$ cat src/pkg/asc_pkg.sv
// Constants, field layouts and types of the serial configuration bank
// How it works
// RULE1: Readback bit 0 turns serial readout off; 1 routes read data to overrange pin.
// RULE2: Bit 2 of 0x20 enables reduced-rate mode; host sets it at or below 100 MSPS.
// RULE3: Bit 2 of 0x3F powers down core, references and drivers; slow wake-up.
// RULE4: Bit 1 of 0x3F powers down only the core; quick wake-up.
// RULE5: Bit 0 of 0x3F: 0 keeps output drivers on, 1 powers them down.
// RULE6: Bits 6:5 of 0x3F are unused; host leaves them zero.
// RULE7: Bits 7:6 of 0x41: 00 pin decides, 10 LVDS, 11 CMOS.
// RULE8: LVDS rising edge: 000/100 default, 101 +4/26, 110 aligned, 111 -4/26.
// RULE9: CMOS rising edge: 000/100 default, 101 +4/26, 110 +6/26, 111 aligned.
// RULE10: Bits 4:2 of 0x44 set falling edge; 000 and 100 give default.
// RULE11: Bits 2:1 of 0x50: 00 pin decides, 10 two's complement, 11 offset binary.
// RULE12: Register 0x51 holds the low eight bits of the user pattern.
// RULE13: Bits 5:0 of 0x52 hold the upper six bits of the user pattern.
// RULE14: Bit 6 of 0x53 at 0 keeps offset correction disabled.
// RULE15: Bit 6 of 0x53 at 1 enables offset correction.
// RULE16: Software reset bit returns all registers to default and clears itself.
// RULE17: User pattern drives outputs only while test pattern code is 101.
// RULE18: Host writes zero to fixed bits and uses only listed selection codes.
// RULE19: Unlisted clock edge placement codes act as the default placement.
package asc_pkg;

  // ---------------------------------------------------------------------
  // Register addresses
  // ---------------------------------------------------------------------
  localparam logic [7:0] ADDR_RESET_READ  = 8'h00;
  localparam logic [7:0] ADDR_RATE_MODE   = 8'h20;
  localparam logic [7:0] ADDR_POWER       = 8'h3f;
  localparam logic [7:0] ADDR_OUT_IF      = 8'h41;
  localparam logic [7:0] ADDR_CLK_PLACE   = 8'h44;
  localparam logic [7:0] ADDR_NUM_FORMAT  = 8'h50;
  localparam logic [7:0] ADDR_PAT_LOW     = 8'h51;
  localparam logic [7:0] ADDR_PAT_HIGH    = 8'h52;
  localparam logic [7:0] ADDR_OFFSET_LOOP = 8'h53;

  // ---------------------------------------------------------------------
  // Writable bit masks; bits outside a mask read back as zero
  // ---------------------------------------------------------------------
  localparam logic [7:0] MASK_RESET_READ  = 8'h01;
  localparam logic [7:0] MASK_RATE_MODE   = 8'h04;
  localparam logic [7:0] MASK_POWER       = 8'h07;
  localparam logic [7:0] MASK_OUT_IF      = 8'hc0;
  localparam logic [7:0] MASK_CLK_PLACE   = 8'hfc;
  localparam logic [7:0] MASK_NUM_FORMAT  = 8'h06;
  localparam logic [7:0] MASK_PAT_LOW     = 8'hff;
  localparam logic [7:0] MASK_PAT_HIGH    = 8'h3f;
  localparam logic [7:0] MASK_OFFSET_LOOP = 8'h40;

  // Reset value shared by every register
  localparam logic [7:0] REG_RESET_VALUE  = 8'h00;

  // ---------------------------------------------------------------------
  // Field positions
  // ---------------------------------------------------------------------
  localparam int BIT_SW_RESET    = 7;
  localparam int BIT_READOUT     = 0;
  localparam int BIT_REDUCED     = 2;
  localparam int BIT_PD_GLOBAL   = 2;
  localparam int BIT_STANDBY     = 1;
  localparam int BIT_DRIVER_OFF  = 0;
  localparam int POS_IF_SEL      = 6;
  localparam int POS_RISE_CODE   = 5;
  localparam int POS_FALL_CODE   = 2;
  localparam int POS_FORMAT      = 1;
  localparam int BIT_OFFSET_CORR = 6;

  // ---------------------------------------------------------------------
  // Codes and frame geometry
  // ---------------------------------------------------------------------
  localparam logic [1:0] SEL_BY_PIN     = 2'b00;
  localparam logic [1:0] SEL_FORCE_A    = 2'b10;  // LVDS / two's complement
  localparam logic [1:0] SEL_FORCE_B    = 2'b11;  // CMOS / offset binary
  localparam logic [2:0] EDGE_DEFAULT_0 = 3'b000;
  localparam logic [2:0] EDGE_DEFAULT_1 = 3'b100;
  localparam logic [2:0] EDGE_CODE_5    = 3'b101;
  localparam logic [2:0] EDGE_CODE_6    = 3'b110;
  localparam logic [2:0] EDGE_CODE_7    = 3'b111;
  localparam logic [2:0] TEST_CUSTOM    = 3'b101;
  localparam logic [4:0] FRAME_ADDR_END = 5'd8;
  localparam logic [4:0] FRAME_END      = 5'd16;
  localparam int         SYNC_WIDTH     = 6;

  // Resolved output clock edge placement
  typedef enum logic [2:0] {
    EDGE_DEFAULT = 3'b000,
    EDGE_PLUS4   = 3'b001,
    EDGE_PLUS6   = 3'b010,
    EDGE_ALIGNED = 3'b011,
    EDGE_MINUS4  = 3'b100
  } asc_edge_type;

  // Decoded controls handed to the converter core and output stage
  typedef struct packed {
    logic         reducedRate;
    logic         globalPowerDown;
    logic         coreStandby;
    logic         outputDriverOff;
    logic         lvdsMode;
    asc_edge_type risePlace;
    asc_edge_type fallPlace;
    logic         twosComplement;
    logic         customPatternOn;
    logic [13:0]  customPattern;
    logic         offsetCorrOn;
  } asc_cfg_type;

endpackage : asc_pkg

$ cat src/hdl/asc_config_regs.sv
// Serially programmed configuration register bank with serial readback
`timescale 1ns/1ps
module asc_config_regs import asc_pkg::*; (
  // Clock and reset
  input  wire logic        ref_clk,
  input  wire logic        rst,
  // Serial programming pins (asynchronous to ref_clk)
  input  wire logic        serialEnableN,
  input  wire logic        serialClk,
  input  wire logic        serialData,
  input  wire logic        resetPin,
  // Static strap pins (asynchronous)
  input  wire logic        format_select_pin_lvds,
  input  wire logic        format_select_pin_twos,
  // Core side, same clock
  input  wire logic        overrangeIn,
  input  wire logic [2:0]  testPatternSel,
  // Shared readback pin
  output logic             overrange_or_serial_out_pin,
  // Decoded configuration
  output asc_cfg_type      cfg
);

  // ---------------------------------------------------------------------
  // Pin synchronisers
  // ---------------------------------------------------------------------
  logic [SYNC_WIDTH-1:0] pinRaw;
  logic [SYNC_WIDTH-1:0] sync1_q, sync2_q, sync3_q;
  logic [SYNC_WIDTH-1:0] filt_d, filt_q;

  assign pinRaw = {format_select_pin_twos, format_select_pin_lvds, resetPin,
                   serialData, serialClk, serialEnableN};

  // Filtered level moves only when stages two and three agree
  genvar gi;
  generate
    for (gi = 0; gi < SYNC_WIDTH; gi++) begin : g_sync
      always_comb begin
        filt_d[gi] = (sync2_q[gi] == sync3_q[gi]) ? sync3_q[gi] : filt_q[gi];
      end
    end
  endgenerate

  always_ff @(posedge ref_clk or posedge rst) begin
    if (rst) begin
      // Stages start at idle levels so no false enable follows reset
      sync1_q <= 6'b00_0001;
      sync2_q <= 6'b00_0001;
      sync3_q <= 6'b00_0001;
      filt_q  <= 6'b00_0001;  // Enable idles high
    end else begin
      sync1_q <= pinRaw;
      sync2_q <= sync1_q;
      sync3_q <= sync2_q;
      filt_q  <= filt_d;
    end
  end

  logic senActive, sclkRise, sdataLvl, pinReset;
  assign senActive = ~filt_q[0];
  assign sclkRise  = ~filt_q[1] & filt_d[1];
  assign sdataLvl  = filt_d[2];
  assign pinReset  = filt_q[3];

  // ---------------------------------------------------------------------
  // Register storage
  // ---------------------------------------------------------------------
  localparam int NREG = 9;
  localparam logic [7:0] REG_ADDR [NREG] = '{ADDR_RESET_READ,
    ADDR_RATE_MODE, ADDR_POWER, ADDR_OUT_IF, ADDR_CLK_PLACE,
    ADDR_NUM_FORMAT, ADDR_PAT_LOW, ADDR_PAT_HIGH, ADDR_OFFSET_LOOP};
  localparam logic [7:0] REG_MASK [NREG] = '{MASK_RESET_READ,
    MASK_RATE_MODE, MASK_POWER, MASK_OUT_IF, MASK_CLK_PLACE,
    MASK_NUM_FORMAT, MASK_PAT_LOW, MASK_PAT_HIGH, MASK_OFFSET_LOOP};

  logic [7:0] regs_q [NREG];
  logic [7:0] regs_d [NREG];
  logic       swReset_d, swReset_q;

  // Frame shifter state
  logic [4:0]  bitCnt_d, bitCnt_q;
  logic [15:0] shiftIn_d, shiftIn_q;
  logic [7:0]  readShift_d, readShift_q;
  logic        readout;
  logic [7:0]  addrNow;
  logic [7:0]  readVal;
  logic        wrStrobe;

  assign readout = regs_q[0][BIT_READOUT];
  assign addrNow = {shiftIn_q[6:0], sdataLvl};

  // Register look-up; unmapped addresses read as zero
  always_comb begin
    readVal = 8'h00;
    for (int i = 0; i < NREG; i++) begin
      if (addrNow == REG_ADDR[i]) begin
        readVal = regs_q[i];
      end
    end
  end

  // Frame sequencing: 8 address bits then 8 data bits, MSB first
  always_comb begin
    bitCnt_d    = bitCnt_q;
    shiftIn_d   = shiftIn_q;
    readShift_d = readShift_q;
    wrStrobe    = 1'b0;
    if (!senActive) begin
      bitCnt_d = 5'd0;  // Enable high aborts a partial frame
    end else if (sclkRise && bitCnt_q != FRAME_END) begin
      shiftIn_d = {shiftIn_q[14:0], sdataLvl};
      bitCnt_d  = bitCnt_q + 5'd1;
      if (bitCnt_q == FRAME_ADDR_END - 5'd1) begin
        readShift_d = readVal;  // [RULE1]
      end else if (bitCnt_q >= FRAME_ADDR_END) begin
        readShift_d = {readShift_q[6:0], 1'b0};
      end
      if (bitCnt_q == FRAME_END - 5'd1) begin
        wrStrobe = 1'b1;
      end
    end
  end

  // Write path; while readback is on only the reset/readback word is
  // writable, so software can still leave readback mode
  always_comb begin
    logic [7:0] wAddr;
    logic [7:0] wData;
    wAddr     = shiftIn_d[15:8];
    wData     = shiftIn_d[7:0];
    swReset_d = 1'b0;
    for (int i = 0; i < NREG; i++) begin
      regs_d[i] = regs_q[i];
    end
    if (swReset_q || pinReset) begin
      for (int i = 0; i < NREG; i++) begin
        regs_d[i] = REG_RESET_VALUE;  // [RULE16]
      end
    end else if (wrStrobe) begin
      for (int i = 0; i < NREG; i++) begin
        if (wAddr == REG_ADDR[i] && (!readout || i == 0)) begin
          regs_d[i] = wData & REG_MASK[i];  // [RULE6]
        end
      end
      // Reset bit is never stored, so it reads back as zero
      swReset_d = (wAddr == ADDR_RESET_READ) && wData[BIT_SW_RESET];  // [RULE16]
    end
  end

  always_ff @(posedge ref_clk or posedge rst) begin
    if (rst) begin
      for (int i = 0; i < NREG; i++) begin
        regs_q[i] <= REG_RESET_VALUE;
      end
      swReset_q   <= 1'b0;
      bitCnt_q    <= 5'd0;
      shiftIn_q   <= 16'h0000;
      readShift_q <= 8'h00;
    end else begin
      for (int i = 0; i < NREG; i++) begin
        regs_q[i] <= regs_d[i];
      end
      swReset_q   <= swReset_d;
      bitCnt_q    <= bitCnt_d;
      shiftIn_q   <= shiftIn_d;
      readShift_q <= readShift_d;
    end
  end

  // ---------------------------------------------------------------------
  // Decode of edge placement codes
  // ---------------------------------------------------------------------
  function automatic asc_edge_type riseDecode(input logic [2:0] code,
                                              input logic       lvds);
    asc_edge_type e;
    e = EDGE_DEFAULT;
    case (code)
      EDGE_DEFAULT_0: e = EDGE_DEFAULT;
      EDGE_DEFAULT_1: e = EDGE_DEFAULT;
      EDGE_CODE_5:    e = EDGE_PLUS4;                          // [RULE8]
      EDGE_CODE_6:    e = lvds ? EDGE_ALIGNED : EDGE_PLUS6;    // [RULE9]
      EDGE_CODE_7:    e = lvds ? EDGE_MINUS4 : EDGE_ALIGNED;   // [RULE8]
      default:        e = EDGE_DEFAULT;                        // [RULE19]
    endcase
    return e;
  endfunction : riseDecode

  // ---------------------------------------------------------------------
  // Decoded controls, registered so every output is a flip-flop
  // ---------------------------------------------------------------------
  asc_cfg_type cfg_d;
  logic        serialOut_d;
  logic [1:0]  ifSel, fmtSel;
  logic [2:0]  fallCode;

  assign ifSel    = regs_q[3][POS_IF_SEL +: 2];
  assign fmtSel   = regs_q[5][POS_FORMAT +: 2];
  assign fallCode = regs_q[4][POS_FALL_CODE +: 3];

  always_comb begin
    cfg_d.reducedRate     = regs_q[1][BIT_REDUCED];     // [RULE2]
    cfg_d.globalPowerDown = regs_q[2][BIT_PD_GLOBAL];   // [RULE3]
    // Standby idles the core alone; global power-down covers it too
    cfg_d.coreStandby     = regs_q[2][BIT_STANDBY]
                          | regs_q[2][BIT_PD_GLOBAL];   // [RULE4]
    cfg_d.outputDriverOff = regs_q[2][BIT_DRIVER_OFF]
                          | regs_q[2][BIT_PD_GLOBAL];   // [RULE5]
    // Unlisted interface code falls back to the strap pin
    case (ifSel)
      SEL_FORCE_A: cfg_d.lvdsMode = 1'b1;               // [RULE7]
      SEL_FORCE_B: cfg_d.lvdsMode = 1'b0;               // [RULE7]
      default:     cfg_d.lvdsMode = filt_q[4];          // [RULE7]
    endcase
    cfg_d.risePlace = riseDecode(regs_q[4][POS_RISE_CODE +: 3],
                                 cfg_d.lvdsMode);
    // Only default falling codes are defined; all others map there too
    case (fallCode)
      EDGE_DEFAULT_0: cfg_d.fallPlace = EDGE_DEFAULT;   // [RULE10]
      default:        cfg_d.fallPlace = EDGE_DEFAULT;   // [RULE19]
    endcase
    case (fmtSel)
      SEL_FORCE_A: cfg_d.twosComplement = 1'b1;         // [RULE11]
      SEL_FORCE_B: cfg_d.twosComplement = 1'b0;         // [RULE11]
      default:     cfg_d.twosComplement = filt_q[5];    // [RULE11]
    endcase
    cfg_d.customPattern   = {regs_q[7][5:0], regs_q[6]};  // [RULE12] [RULE13]
    cfg_d.customPatternOn = (testPatternSel == TEST_CUSTOM);  // [RULE17]
    cfg_d.offsetCorrOn    = regs_q[8][BIT_OFFSET_CORR];   // [RULE14] [RULE15]
    // Shared pin carries overrange unless readback is enabled
    serialOut_d = readout ? readShift_q[7] : overrangeIn;  // [RULE1]
  end

  always_ff @(posedge ref_clk or posedge rst) begin
    if (rst) begin
      cfg                         <= '0;
      overrange_or_serial_out_pin <= 1'b0;
    end else begin
      cfg                         <= cfg_d;
      overrange_or_serial_out_pin <= serialOut_d;
    end
  end

endmodule : asc_config_regs

$ cat config.mk
export PLATFORM = sky130hd
export DESIGN_NAME = asc_config_regs
export DESIGN_NICKNAME = d
export VERILOG_FILES = /design/src/pkg/asc_pkg.sv /design/src/hdl/asc_config_regs.sv
export SDC_FILE = /design/constraint.sdc
export NUM_CORES = 1
export LEC_CHECK = 0
export BUFFER_PORTS_ARGS = -buffer_cell sky130_fd_sc_hd__buf_2
export CAP_MARGIN = 25
export CORE_ASPECT_RATIO = 0.7
export CORE_MARGIN = 10
export CORE_UTILIZATION = 45
export DETAILED_ROUTE_END_ITERATION = 8
export PLACE_DENSITY = 0.61
export SLEW_MARGIN = 10
export SYNTH_ARGS = -nofsm -noshare
export SYNTH_HDL_FRONTEND = slang
export SYNTH_SLANG_ARGS = --single-unit
$ cat constraint.sdc
create_clock -name ref_clk -period 4.4 [get_ports ref_clk]
set_input_delay 0.44 -clock ref_clk [delete_from_list [all_inputs] [get_ports ref_clk]]
set_output_delay 0.44 -clock ref_clk [all_outputs]
set_load 0.03 [all_outputs]
==> metrics.cfg <==
[power_and_ir_drop]
p_switching_mw = 0.569
power_frac_comb_pct = 9.7
p_seq_share_pct = 53.5
leakagePower_nw = 2.31
power_mw = 2.07
power_density_nw_per_um2 = 414
sw_frac_of_total_pct = 27.5
clock_power_share_pct = 36.9
p_int_mw = 1.50
ir_drop_v = 0.000212

[setup_path]
cp_data_arrival_time_ns = 3.20
required_ns = 4.61
path_delay_family = simple AND/OR/NAND/NOR gates
slowest_stage = nor3_2
crit_type = register to register
crit_chain = inv_1, ha_1, and4bb_4, or3_1, nor3_2, mux2i_1, nor2_1
endpoint_kind = register
critPathBufInv = 1
slowest_delay_ns = 0.92
crit_fanout = 18
startpoint_type = register

[routing]
wl_per_cell_um = 16.8
drt-pass1-iter-count = 4
drtIter0Drc = 252
totalWireLength_um = 9150
ant_nets = 0
post-route-drc-count = 0
vias = 2874
viasPerCell = 5.28

[sta]
fmax_mhz = 335
layout_min_cycle_time_ns = 2.99
hold_viol_final = 0
maxSlewViolCount = 0
setup_violations = 0
period_share_pct = 67.9
fin_setup_tns_ns = 0
relSlewSlack_pct = 35.2
rsz0062_at_grt = false
skew_ns = 0.00757
tightest_slew_ns = 0.967

[global_routing]
grt_pass1_vias = 2824
antenna_found_initial = 0
grt_overflow_total = 0
grt_pass1_wl_um = 15300
grt_max_degree = 85
grtUsageTotal_pct = 13.4

[synthesis]
syn-cell-area_um2 = 4400
yosysUniqueCellTypes = 50
syn_inst = 374
yosysSeqAreaShare_pct = 62.1
syn_area_per_cell_um2 = 11.8
ys_ff_latch = 109
ys.warnings.count = 0

[clock_network]
cts_made_buffers = 9
clk_pin_slew_ns = 0.07
cts_resized = 0
cts_hold_repair.buffers = 0
clock-sinks = 109
postCtsSetupRepairBufs = 0
root_buffer = clkbuf_16
cts_max_path_buffers = 2
cts_tree = done
clk_latency_ns = 0.35
cts_max_level = 3

[finish]
fillers = 844
multi_input_area_um2 = 1550
final_nets = 426
drive_gt1_share_pct = 18.8
syn2layout_area_growth_pct = 13.5
insertedDiodeCount = 0
utilization_pct = 52.0
seqCellArea_um2 = 2730

[die]
die-area_um2 = 14200
start_util_pct = 45.8
die_height_um = 103
fp-row-count = 30
die_x_um = 138
io_pins = 41
core_um2 = 9610

[run]
max_cap_viol_count = 0

[place]
gp_congestion = 0.934
portBuffers = 37
detailed_place_hpwl_um = 6420

[status]
status = complete, no violations

[min_path]
hold_class = input port to async pin

worst paths after layout:
path / start / to / slack, ns / cells after the start
max: bitCnt_q[0]$_DFFE_PP0P_ / cfg_d[1]$_DFFE_PP0P_ / 1.41 / 7
min: rst / sync1_q[4]$_DFF_PP0_ / 0.04 / 2
max reg2reg: bitCnt_q[0]$_DFFE_PP0P_ / cfg_d[1]$_DFFE_PP0P_ / 1.41 / 7
min reg2reg: sync1_q[1]$_DFF_PP0_ / sync2_q[1]$_DFF_PP0_ / 0.35 / 0
max in group asynchronous: rst / sync1_q[0]$_DFF_PP1_ / 3.67 / 3
min in group ref_clk: serialEnableN / sync1_q[0]$_DFF_PP1_ / 0.19 / 1
layout by cell type (no fill, tap or decap), types with 4 or more instances in the layout:
cell / netlist / layout
or2_2: 4 / 4
dfrtp_1: 105 / 105
inv_1: 11 / 10
mux2i_1: 25 / 25
maj3_1: 5 / 5
nand3_1: 8 / 8
a221oi_1: 5 / 5
dfstp_2: 4 / 4
nor4_1: 4 / 4
o21ai_0: 9 / 9
a221o_1: 5 / 5
nand2_1: 41 / 41
mux2_2: 5 / 5
nor2_1: 52 / 52
a211oi_1: 14 / 14
and3_1: 6 / 6
buf_2: 3 / 37
a21oi_1: 7 / 7
clkbuf_16: 0 / 9
worst register-to-register path: cells and delay by family (launching register included):
kind          cells  cell delay [ns]
buf+inv           1             0.07
flops             1             0.41
mux               1             0.28
simple gates      4             1.90
fa+ha+maj         1             0.19
synthesized netlist by cell type (all sizes together):
library cell | count | area share, %
a2111oi | 1 | 0.20
a211oi | 14 | 2.4
a21o | 3 | 0.51
a21oi | 7 | 0.80
a221o | 5 | 1.1
a221oi | 5 | 1.0
a22o | 1 | 0.20
a22oi | 1 | 0.17
a31oi | 1 | 0.14
a32oi | 1 | 0.20
and3 | 6 | 0.85
and3b | 2 | 0.40
and4 | 2 | 0.40
and4bb | 1 | 0.37
buf | 10 | 1.5
clkbuf | 6 | 0.51
conb | 1 | 0.085
dfrtp | 105 | 60
dfstp | 4 | 2.4
ha | 3 | 0.85
inv | 11 | 0.94
maj3 | 5 | 1.1
mux2 | 5 | 1.3
mux2i | 25 | 5.7
nand2 | 41 | 3.5
nand2b | 3 | 0.43
nand3 | 8 | 0.91
nand3b | 3 | 0.51
nand4 | 1 | 0.14
nor2 | 52 | 4.4
nor2b | 2 | 0.28
nor3 | 6 | 1.0
nor3b | 2 | 0.34
nor4 | 5 | 1.1
nor4b | 5 | 1.5
nor4bb | 1 | 0.23
o21a | 1 | 0.17
o21ai | 9 | 1.0
or2 | 4 | 0.57
or3 | 2 | 0.28
or4b | 1 | 0.23
xnor2 | 1 | 0.20
xor2 | 2 | 0.40
stage by stage:
| step | area [um^2] | hold WS (ns) | setup WS, ns | std cells |
|---|---|---|---|---|
| 6_report | 4990 | 0.0443 | 1.41 | 544 |
| 5_1_grt | 4990 | 0.0555 | 1.20 | 544 |
| 4_1_cts | 4970 | 0.181 | 1.42 | 543 |
| 3_5_place_dp | 4680 | 0.335 | 1.42 | 527 |
| 3_3_place_gp | 4680 | 0.332 | 1.48 | 527 |
| 2_1_floorplan | 4410 | 0.331 | 1.09 | 376 |
power by group through the flow:
stage | combinational, mW | sequential, mW | clock [mW]
finish | 0.200 | 1.10 | 0.762
global route | 0.222 | 1.11 | 0.821
CTS | 0.195 | 1.10 | 0.780
detailed placement | 0.196 | 1.12 | 0
global placement | 0.194 | 1.12 | 0
floorplan | 0.150 | 1.10 | 0
metal layers:
metal  share of wire, %  global-route usage (%)  vias to the layer above
met4                1.7                    4.85                        0
met2                 40                    18.5                       86
li1                   -                       -                     1380
met1                 53                    19.6                     1389
met5                  0                       0                        -
met3                5.3                    3.73                       19
layout make-up:
type / count / area share (%)
timing repair buffer: 40 / 4.56
inverter: 11 / 0.877
multi-input combinational: 240 / 31.0
sequential: 109 / 54.7
tap: 128 / 3.21
clock buffer: 9 / 4.51
clock inverter: 7 / 1.15
logic make-up (layout without fill, tap and decap cells):
kind of cell               Yosys count  count (layout)  share of synthesized area (%)
AOI/OAI and AO/OA                   49              49                           7.93
other                                1               3                         0.0852
xor gates and xnor gates             3               3                          0.597
DFF                                109             109                           62.1
buffers and inverters               27              67                           2.90
and+or+nand+nor                    147             147                           17.4
adders and majority gates            8               8                           1.99
muxes                               30              30                           6.97
sequential cells by signal, summed over array words and instances (netlist names), 2 cells and up:
register     cells
filt_q           6
regs_q           5
sync3_q          6
fallCode         3
ifSel            2
sync1_q          6
sync2_q          6
bitCnt_q         5
shiftIn_q       15
cfg             25
cfg_d           17
fmtSel           2
readShift_q      8
Note: power is estimated with default switching activity, not from simulation.
